**src/hw/irq_mask_pkg.sv**
```systemverilog
// constants for the framer interrupt masking block
package irq_mask_pkg;

    // register offsets on the parallel bus
    localparam logic [4:0] CTRL_OFS = 5'h19;
    localparam logic [4:0] VECTOR_OFS = 5'h1a;
    localparam logic [4:0] MASK0_OFS = 5'h1b;
    localparam logic [4:0] MASK1_OFS = 5'h1c;
    localparam logic [4:0] MASK2_OFS = 5'h1d;

    // values after reset
    localparam logic [7:0] MASK0_RST = 8'h00;
    localparam logic [7:0] MASK1_RST = 8'h00;
    localparam logic [7:0] MASK2_RST = 8'h00;
    localparam logic [7:0] VECTOR_RST = 8'h00;

    // control word fields
    localparam int SUSPEND_BIT = 6;
    localparam int ACK_BIT = 5;

    // mask word zero fields (zero enables)
    localparam int M0_SYNC = 7;
    localparam int M0_RAI = 6;
    localparam int M0_AIS = 5;
    localparam int M0_AIS16 = 4;
    localparam int M0_LOS = 3;
    localparam int M0_FAS = 2;
    localparam int M0_BPVWRAP = 1;
    localparam int M0_SLIP = 0;

    // mask word one fields (one enables)
    localparam int M1_FAREND = 7;
    localparam int M1_CRC = 6;
    localparam int M1_DBLFAS = 5;
    localparam int M1_BPV = 4;
    localparam int M1_LONG = 3;
    localparam int M1_WIN = 2;
    localparam int M1_BERT = 1;
    localparam int M1_SIG = 0;

    // mask word two fields (one enables)
    localparam int M2_FAROVF = 7;
    localparam int M2_CRCOVF = 6;
    localparam int M2_CALIGN = 5;
    localparam int M2_FASOVF = 4;
    localparam int M2_JIT = 3;
    localparam int M2_BERTOVF = 2;
    localparam int M2_AUX = 1;
    localparam int M2_MFOVF = 0;

    // vector category bit positions
    localparam int VEC_SYNC = 7;
    localparam int VEC_ALARM = 6;
    localparam int VEC_ERROR = 5;
    localparam int VEC_OVF = 4;
    localparam int VEC_ALIGN = 3;
    localparam int VEC_SLIP = 2;
    localparam int VEC_SIG = 0;

    // alarm-with-crc timing
    localparam int CLK_KHZ = 100000;
    localparam int ALARM_LONG_MS = 10;
    localparam int ALARM_WIN_MS = 450;
    localparam int ALARM_LONG_CYC = ALARM_LONG_MS * CLK_KHZ;
    localparam int ALARM_WIN_CYC = ALARM_WIN_MS * CLK_KHZ;

endpackage

```
**src/hw/level_change_detect.sv**
```systemverilog
// rise and any-change detection on a group of status levels
`timescale 1ns/1ps
module level_change_detect
    import irq_mask_pkg::*;
#(
    parameter int WIDTH = 2
)
(
    input wire logic clk,
    input wire logic rstn,
    input wire logic [WIDTH-1:0] level,
    output logic [WIDTH-1:0] rise,
    output logic [WIDTH-1:0] change
);

    logic [WIDTH-1:0] prev_ff;

    always_ff @(posedge clk or negedge rstn)
    begin
        if (!rstn)
            prev_ff <= '0;
        else
            prev_ff <= level;
    end

    assign rise = level & ~prev_ff;
    assign change = level ^ prev_ff;

endmodule

```
**src/hw/e1_framer_interrupt_masking.sv**
```systemverilog
// interrupt source gating, category vector and request pin of the e1 framer
`timescale 1ns/1ps
module e1_framer_interrupt_masking
    import irq_mask_pkg::*;
#(
    parameter int LONG_CYCLES = ALARM_LONG_CYC,
    parameter int WIN_CYCLES = ALARM_WIN_CYC
)
(
    input wire logic clk,
    input wire logic rstn,
    // parallel register port
    input wire logic [4:0] addr,
    input wire logic [7:0] wdata,
    input wire logic wr,
    input wire logic rd,
    output logic [7:0] rdata,
    // conditions and events from the framer datapath
    input wire logic frame_sync_loss,
    input wire logic remote_alarm,
    input wire logic all_ones_alarm,
    input wire logic ch16_all_ones_alarm,
    input wire logic signal_loss,
    input wire logic align_word_error,
    input wire logic line_violation_wrap,
    input wire logic frame_slip,
    input wire logic far_end_crc_error,
    input wire logic local_crc_error,
    input wire logic double_align_error,
    input wire logic line_violation,
    input wire logic alarm_crc_level,
    input wire logic tester_bit_error,
    input wire logic signalling_change,
    input wire logic far_end_count_ovf,
    input wire logic crc_count_ovf,
    input wire logic align_count_ovf,
    input wire logic tester_count_ovf,
    input wire logic multiframe_count_ovf,
    input wire logic crc_align_status,
    input wire logic jitter_fifo_margin,
    input wire logic aux_pattern_status,
    // interrupt request pin, active low
    output logic irq_n,
    output logic irq_oe
);

    logic [7:0] mask0_ff;
    logic [7:0] mask1_ff;
    logic [7:0] mask2_ff;
    logic [7:0] vector_ff;
    logic [7:0] nxt_vector;
    logic suspend_ff;
    logic ack_ff;
    logic ack_toggle;
    logic [7:0] rdata_ff;
    logic [7:0] nxt_rdata;
    logic [31:0] alarm_cnt_ff;
    logic alarm_prev_ff;
    logic [1:0] st_rise;
    logic [1:0] st_change;
    logic long_hit;
    logic win_hit;
    logic [7:0] raw_vec;
    logic [7:0] set_vec;
    logic irq_n_ff;

    // mask word zero fields are active low enables
    wire frame_sync_loss_irq_en = ~mask0_ff[M0_SYNC];
    wire remote_alarm_irq_en = ~mask0_ff[M0_RAI];
    wire all_ones_alarm_irq_en = ~mask0_ff[M0_AIS];
    wire ch16_all_ones_alarm_irq_en = ~mask0_ff[M0_AIS16];
    wire signal_loss_irq_en = ~mask0_ff[M0_LOS];
    wire align_word_error_irq_en = ~mask0_ff[M0_FAS];
    wire line_violation_wrap_irq_en = ~mask0_ff[M0_BPVWRAP];
    wire frame_slip_irq_en = ~mask0_ff[M0_SLIP];

    // mask words one and two are active high enables
    wire far_end_crc_irq_en = mask1_ff[M1_FAREND];
    wire local_crc_irq_en = mask1_ff[M1_CRC];
    wire double_align_error_irq_en = mask1_ff[M1_DBLFAS];
    wire line_violation_irq_en = mask1_ff[M1_BPV];
    wire alarm_crc_long_irq_en = mask1_ff[M1_LONG];
    wire alarm_crc_window_irq_en = mask1_ff[M1_WIN];
    wire tester_bit_error_irq_en = mask1_ff[M1_BERT];
    wire signalling_change_irq_en = mask1_ff[M1_SIG];
    wire far_end_count_ovf_irq_en = mask2_ff[M2_FAROVF];
    wire crc_count_ovf_irq_en = mask2_ff[M2_CRCOVF];
    wire crc_align_change_irq_en = mask2_ff[M2_CALIGN];
    wire align_count_ovf_irq_en = mask2_ff[M2_FASOVF];
    wire jitter_fifo_margin_irq_en = mask2_ff[M2_JIT];
    wire tester_count_ovf_irq_en = mask2_ff[M2_BERTOVF];
    wire aux_pattern_irq_en = mask2_ff[M2_AUX];
    wire multiframe_count_ovf_irq_en = mask2_ff[M2_MFOVF];

    // one decode for every writable register, so all write ports agree on the offset
    function automatic logic wr_hit(input logic stb, input logic [4:0] a, input logic [4:0] ofs);
        return stb && (a == ofs);
    endfunction

    wire wr_ctrl = wr_hit(wr, addr, CTRL_OFS);
    wire wr_mask0 = wr_hit(wr, addr, MASK0_OFS);
    wire wr_mask1 = wr_hit(wr, addr, MASK1_OFS);
    wire wr_mask2 = wr_hit(wr, addr, MASK2_OFS);

    // status levels compared with their value one cycle earlier
    level_change_detect #(
        .WIDTH(2)
    ) u_status_edges (
        .clk(clk),
        .rstn(rstn),
        .level({aux_pattern_status, crc_align_status}),
        .rise(st_rise),
        .change(st_change)
    );

    // duration of the alarm-with-crc condition; saturates past the window
    always_ff @(posedge clk or negedge rstn)
    begin
        if (!rstn)
            alarm_cnt_ff <= 32'h0;
        else if (!alarm_crc_level)
            alarm_cnt_ff <= 32'h0;
        else if (alarm_cnt_ff < 32'(WIN_CYCLES))
            alarm_cnt_ff <= alarm_cnt_ff + 32'h1;
    end

    always_ff @(posedge clk or negedge rstn)
    begin
        if (!rstn)
            alarm_prev_ff <= 1'b0;
        else
            alarm_prev_ff <= alarm_crc_level;
    end

    // strictly longer than the limit: fire one cycle past the count
    assign long_hit = alarm_crc_level && (alarm_cnt_ff == 32'(LONG_CYCLES));
    // judged when the condition ends, since only then is the duration known
    assign win_hit = alarm_prev_ff && !alarm_crc_level
        && (alarm_cnt_ff > 32'(LONG_CYCLES))
        && (alarm_cnt_ff < 32'(WIN_CYCLES));

    // each source gated by its own enable before the categories merge
    wire sync_loss_evt = frame_sync_loss_irq_en && frame_sync_loss;
    wire remote_alarm_evt = remote_alarm_irq_en && remote_alarm;
    wire all_ones_evt = all_ones_alarm_irq_en && all_ones_alarm;
    wire ch16_alarm_evt = ch16_all_ones_alarm_irq_en && ch16_all_ones_alarm;
    wire signal_loss_evt = signal_loss_irq_en && signal_loss;
    wire align_err_evt = align_word_error_irq_en && align_word_error;
    wire wrap_evt = line_violation_wrap_irq_en && line_violation_wrap;
    wire slip_evt = frame_slip_irq_en && frame_slip;
    wire far_end_crc_evt = far_end_crc_irq_en && far_end_crc_error;
    wire local_crc_evt = local_crc_irq_en && local_crc_error;
    wire double_align_evt = double_align_error_irq_en && double_align_error;
    wire violation_evt = line_violation_irq_en && line_violation;
    wire alarm_long_evt = alarm_crc_long_irq_en && long_hit;
    wire alarm_window_evt = alarm_crc_window_irq_en && win_hit;
    wire tester_err_evt = tester_bit_error_irq_en && tester_bit_error;
    wire signalling_evt = signalling_change_irq_en && signalling_change;
    wire far_end_ovf_evt = far_end_count_ovf_irq_en && far_end_count_ovf;
    wire crc_ovf_evt = crc_count_ovf_irq_en && crc_count_ovf;
    wire align_ovf_evt = align_count_ovf_irq_en && align_count_ovf;
    wire tester_ovf_evt = tester_count_ovf_irq_en && tester_count_ovf;
    wire mframe_ovf_evt = multiframe_count_ovf_irq_en && multiframe_count_ovf;
    wire crc_align_evt = crc_align_change_irq_en && st_change[0];
    wire jitter_evt = jitter_fifo_margin_irq_en && jitter_fifo_margin;
    wire aux_rise_evt = aux_pattern_irq_en && st_rise[1];

    always_comb
    begin
        raw_vec = 8'h00;
        raw_vec[VEC_SYNC] = sync_loss_evt;
        raw_vec[VEC_ALARM] = remote_alarm_evt || all_ones_evt || ch16_alarm_evt || signal_loss_evt
            || aux_rise_evt;
        raw_vec[VEC_ERROR] = align_err_evt || far_end_crc_evt || local_crc_evt || double_align_evt
            || violation_evt || alarm_long_evt || alarm_window_evt || tester_err_evt;
        raw_vec[VEC_OVF] = wrap_evt || far_end_ovf_evt || crc_ovf_evt || align_ovf_evt
            || tester_ovf_evt || mframe_ovf_evt;
        raw_vec[VEC_ALIGN] = crc_align_evt;
        raw_vec[VEC_SLIP] = slip_evt || jitter_evt;
        raw_vec[VEC_SIG] = signalling_evt;
    end

    // suspended sources are dropped, not deferred
    assign set_vec = suspend_ff ? 8'h00 : raw_vec;

    // either direction of the bit counts, so compare with the stored level
    assign ack_toggle = wr_ctrl && (wdata[ACK_BIT] != ack_ff);

    // a new event in the acknowledge cycle survives the clear
    assign nxt_vector = (ack_toggle ? 8'h00 : vector_ff) | set_vec;

    always_ff @(posedge clk or negedge rstn)
    begin
        if (!rstn)
            vector_ff <= VECTOR_RST;
        else
            vector_ff <= nxt_vector;
    end

    // registered so the pin cannot glitch while vector bits change
    always_ff @(posedge clk or negedge rstn)
    begin
        if (!rstn)
            irq_n_ff <= 1'b1;
        else
            irq_n_ff <= ~(|nxt_vector);
    end

    // masks take effect from the cycle after the write
    always_ff @(posedge clk or negedge rstn)
    begin
        if (!rstn)
        begin
            mask0_ff <= MASK0_RST;
            mask1_ff <= MASK1_RST;
            mask2_ff <= MASK2_RST;
        end
        else
        begin
            if (wr_mask0)
                mask0_ff <= wdata;
            if (wr_mask1)
                mask1_ff <= wdata;
            if (wr_mask2)
                mask2_ff <= wdata;
        end
    end

    always_ff @(posedge clk or negedge rstn)
    begin
        if (!rstn)
        begin
            suspend_ff <= 1'b0;
            ack_ff <= 1'b0;
        end
        else if (wr_ctrl)
        begin
            suspend_ff <= wdata[SUSPEND_BIT];
            ack_ff <= wdata[ACK_BIT];
        end
    end

    // read mux; unmapped offsets read zero
    always_comb
    begin
        nxt_rdata = 8'h00;
        case (addr)
            CTRL_OFS:
            begin
                nxt_rdata[SUSPEND_BIT] = suspend_ff;
                nxt_rdata[ACK_BIT] = ack_ff;
            end
            VECTOR_OFS: nxt_rdata = vector_ff;
            MASK0_OFS: nxt_rdata = mask0_ff;
            MASK1_OFS: nxt_rdata = mask1_ff;
            MASK2_OFS: nxt_rdata = mask2_ff;
            default: nxt_rdata = 8'h00;
        endcase
    end

    // data held between reads so the host sees a stable byte
    always_ff @(posedge clk or negedge rstn)
    begin
        if (!rstn)
            rdata_ff <= 8'h00;
        else if (rd)
            rdata_ff <= nxt_rdata;
    end

    assign rdata = rdata_ff;

    // pin low while anything is pending; released under suspend
    assign irq_n = irq_n_ff;
    assign irq_oe = ~suspend_ff;

endmodule

```
**config.mk**
```make
export PLATFORM = sky130hd
export DESIGN_NAME = e1_framer_interrupt_masking
export DESIGN_NICKNAME = d
export VERILOG_FILES = /design/src/hw/irq_mask_pkg.sv /design/src/hw/level_change_detect.sv /design/src/hw/e1_framer_interrupt_masking.sv
export SDC_FILE = /design/constraint.sdc
export NUM_CORES = 1
export LEC_CHECK = 0
export BUFFER_PORTS_ARGS = -buffer_cell sky130_fd_sc_hd__buf_4
export CAP_MARGIN = 20
export CELL_PAD_IN_SITES_DETAIL_PLACEMENT = 1
export CELL_PAD_IN_SITES_GLOBAL_PLACEMENT = 2
export CORE_MARGIN = 2
export CORE_UTILIZATION = 30
export CTS_CLUSTER_SIZE = 20
export DETAILED_ROUTE_END_ITERATION = 6
export PLACE_DENSITY_LB_ADDON = 0.1
export SYNTH_ARGS = -nofsm -noshare
export SYNTH_HDL_FRONTEND = slang
export SYNTH_SLANG_ARGS = --single-unit
```
**constraint.sdc**
```tcl
create_clock -name clk -period 2.8 [get_ports clk]
set_input_delay 0.28 -clock clk [delete_from_list [all_inputs] [get_ports clk]]
set_output_delay 0.28 -clock clk [all_outputs]
set_load 0.005 [all_outputs]
```
==> impl_metrics.tcl <==
set metrics [dict create \
    status "completed" \
    synth_async_sr_flop_share_pct 100 \
    cts_buffers 9 \
    yosysTopAreaCell "dfrtp_1" \
    rsz0062_at_grt "no" \
    setup_viol 0 \
    fill_cells 1446 \
    synth_edf_count 0 \
    ys_types 63 \
    synth_cells 371 \
    grt.overflow.total 0 \
    drt_iter0_markers 109 \
    path_buf_inv 1 \
    yosysWarnings 0 \
    final_util_pct 37.4 \
    synth_area_leaders "dfrtp_1 48%, mux2_2 7.1%, mux2i_1 3.3%" \
    mappedNetlistArea_mm2 0.00398 \
    vdd_drop_max_uv 202 \
    first_global_vias 3326 \
    hold_class "in -> reg" \
    drcViolationCount 0 \
    synth_fp_nets 413 \
    fin_crit_sh_pct 77.2 \
    fin_skew_ns 0.00664 \
    design_area_mm2 0.00489 \
    yosysSeqAreaShare_pct 49.0 \
    yosysMostFrequentCell "dfrtp_1" \
    power.density_mw_per_mm2 566 \
    hpwl_mm 8.02 \
    cp.required_ns 3.05 \
    cts_tree "built" \
    leakage_nw 2.18 \
    dr.pass1.iters 4 \
    cts.clk_slew.worst_paths_ns 0.06 \
    end_kind "flop" \
    synth_area_per_cell_um2 10.7 \
    gp_congestion 0.759 \
    insertedDiodeCount 0 \
    ys_seq_elements 78 \
    placementRows 42 \
    cts_buffer_depth 2 \
    critPathTopFamily "simple AND/OR/NAND/NOR gates" \
    vias_per_cell 5.19 \
    cp_slowest_cell "or3_4" \
    post_cts_buffers 0 \
    fmax_mhz 462 \
    nets 469 \
    detail_route.wirelength_mm 11.5 \
    post_drt_wl_per_cell_um 18.9 \
    synth_top_area_share_pct 48.4 \
    dieArea_mm2 0.0142 \
    htree_num_levels 3 \
    die_y_um 119 \
    grt_pass1_wl_mm 18.9 \
    insertion_delay_ns 0.35 \
    synth_top_flop_cell "dfrtp_1" \
    finalCriticalPeriod_ns 2.16 \
    numPortBuffers 49 \
    clockRootBuffer "clkbuf_16" \
    num_vias 3155 \
    tightest_slew_ns 0.524 \
    finalHoldViolCount 0 \
    antenna_found_initial 0 \
    worstSetupPathType "reg -> reg" \
    cpPeakStageDelay_ns 0.45 \
    worstPathArrival_ns 2.41 \
    finalSetupTns_ns 0 \
    die_w_um 119 \
    slew_violations 0 \
    place_area_mm2 0.00458 \
    crit_fanout 14 \
    grt_max_degree 79 \
    drtAntennaViolNets 0 \
    total_power_mw 2.77 \
    maxSlewHeadroom_pct 64.7 \
    cap_violations 0 \
    start_util_pct 30.4 \
    ys_top_cells_by_count "77 x dfrtp_1, 27 x nand2_1, 25 x mux2_2" \
    crit_path_start_kind "flop" \
    clkSinkCount 78 \
    drive_gt1_share_pct 25.2 \
    area_growth_pct 22.7 \
    io_pins 50 \
    grtUsageTotal_pct 17.2 \
    core_area_mm2 0.0131 \
    crit_chain "or3_4 > nor4_4 > a211oi_4 > buf_4 > and3_1 > nor4b_1" \
]
## logic make-up after synthesis
group / after synthesis / synth area share (%)
AOI/OAI and AO/OA: 74 / 14.3
adders and majority gates: 2 / 0.628
and+or+nand+nor: 140 / 20.9
DFF: 78 / 49.0
buffers and inverters: 31 / 3.01
xor gates and xnor gates: 8 / 1.76
muxes: 38 / 10.3
## stage by stage
stage | worst slack, ns | hold slack, ns | instances
after detailed placement | 0.608 | 0.403 | 590
after CTS | 0.592 | 0.0352 | 606
final | 0.638 | 0.0463 | 608
after floorplan | 0.741 | -0.0156 | 371
after global placement | 0.660 | 0.399 | 590
after global routing | 0.408 | 0.0376 | 608
## power by group
| group | switching, mW | internal, mW | total (mW) | leakage [nW] |
|---|---|---|---|---|
| clock network | 0.479 | 0.622 | 1.10 | 0.129 |
| registers | 0.114 | 1.23 | 1.35 | 1.01 |
| logic | 0.150 | 0.171 | 0.321 | 1.04 |
| total | 0.743 | 2.02 | 2.77 | 2.18 |
## repair_timing
| item | in CTS | in global routing |
|---|---|---|
| gates resized for setup | 0 | 0 |
| hold endpoints to repair | 0 | 10 |
| hold buffers | 0 | 1 |
| setup endpoints to repair | 0 | 0 |
## layout by cell type (no fill, tap or decap), types with 12 or more instances in the layout
cell      instances
nand2_1          27
mux2_2           25
buf_4            58
dfrtp_1          77
a221oi_1         13
inv_1            15
o21ai_0          12
and2_1           14
nand3_1          17
mux2i_1          13
nand2b_1         15
## cell type report
type	count	area, um^2	share of cell area (%)
flip-flops and latches	78	1950	40.0
multi-input cells	262	1910	39.1
clock inverters	4	25.0	0.512
clock buffers	12	246	5.04
repair buffers	60	473	9.67
inverters	16	60.1	1.23
well taps	176	220	4.50
## path summary, 6_finish.rpt
| check | from | to | slack [ns] | cells after the start |
|---|---|---|---|---|
| min in group asynchronous | rstn | mask1_ff[1] | 0.32 | 2 |
| hold reg to reg | alarm_cnt_ff[30] | alarm_cnt_ff[30] | 0.48 | 1 |
| hold / removal | aux_pattern_status | u_status_edges.prev_ff[1] | 0.05 | 1 |
| max in group asynchronous | rstn | irq_n | 1.86 | 3 |
| setup reg to reg | alarm_cnt_ff[24] | irq_n | 0.64 | 6 |
| setup / recovery | alarm_cnt_ff[24] | irq_n | 0.64 | 6 |
## flip-flops by register name, indices dropped and copies added, names as in the netlist
register / cells
rdata: 8
alarm_prev_ff: 1
mask2_ff: 8
suspend_ff: 1
vector_ff: 8
ack_ff: 1
mask0_ff: 8
u_status_edges.prev_ff: 2
alarm_cnt_ff: 32
mask1_ff: 8
irq_n: 1
## per-layer routing
layer  share of wire (%)  GRT usage [%]  up-vias  wire (um)
li1                    -              -     1505          -
met5                   0              0        -          0
met4                 2.3           7.59        0        259
met3                 3.2           3.30       15        368
met2                  48           29.1       44       5560
met1                  46           21.4     1591       5310
## worst register-to-register path, stage by stage, from the launching register on
cell and delay [ns]:
dfrtp_1 0.44, or3_4 0.45, nor4_4 0.39, a211oi_4 0.10
buf_4 0.22, and3_1 0.21, nor4b_1 0.25
Note: power is estimated with default switching activity, not from simulation.
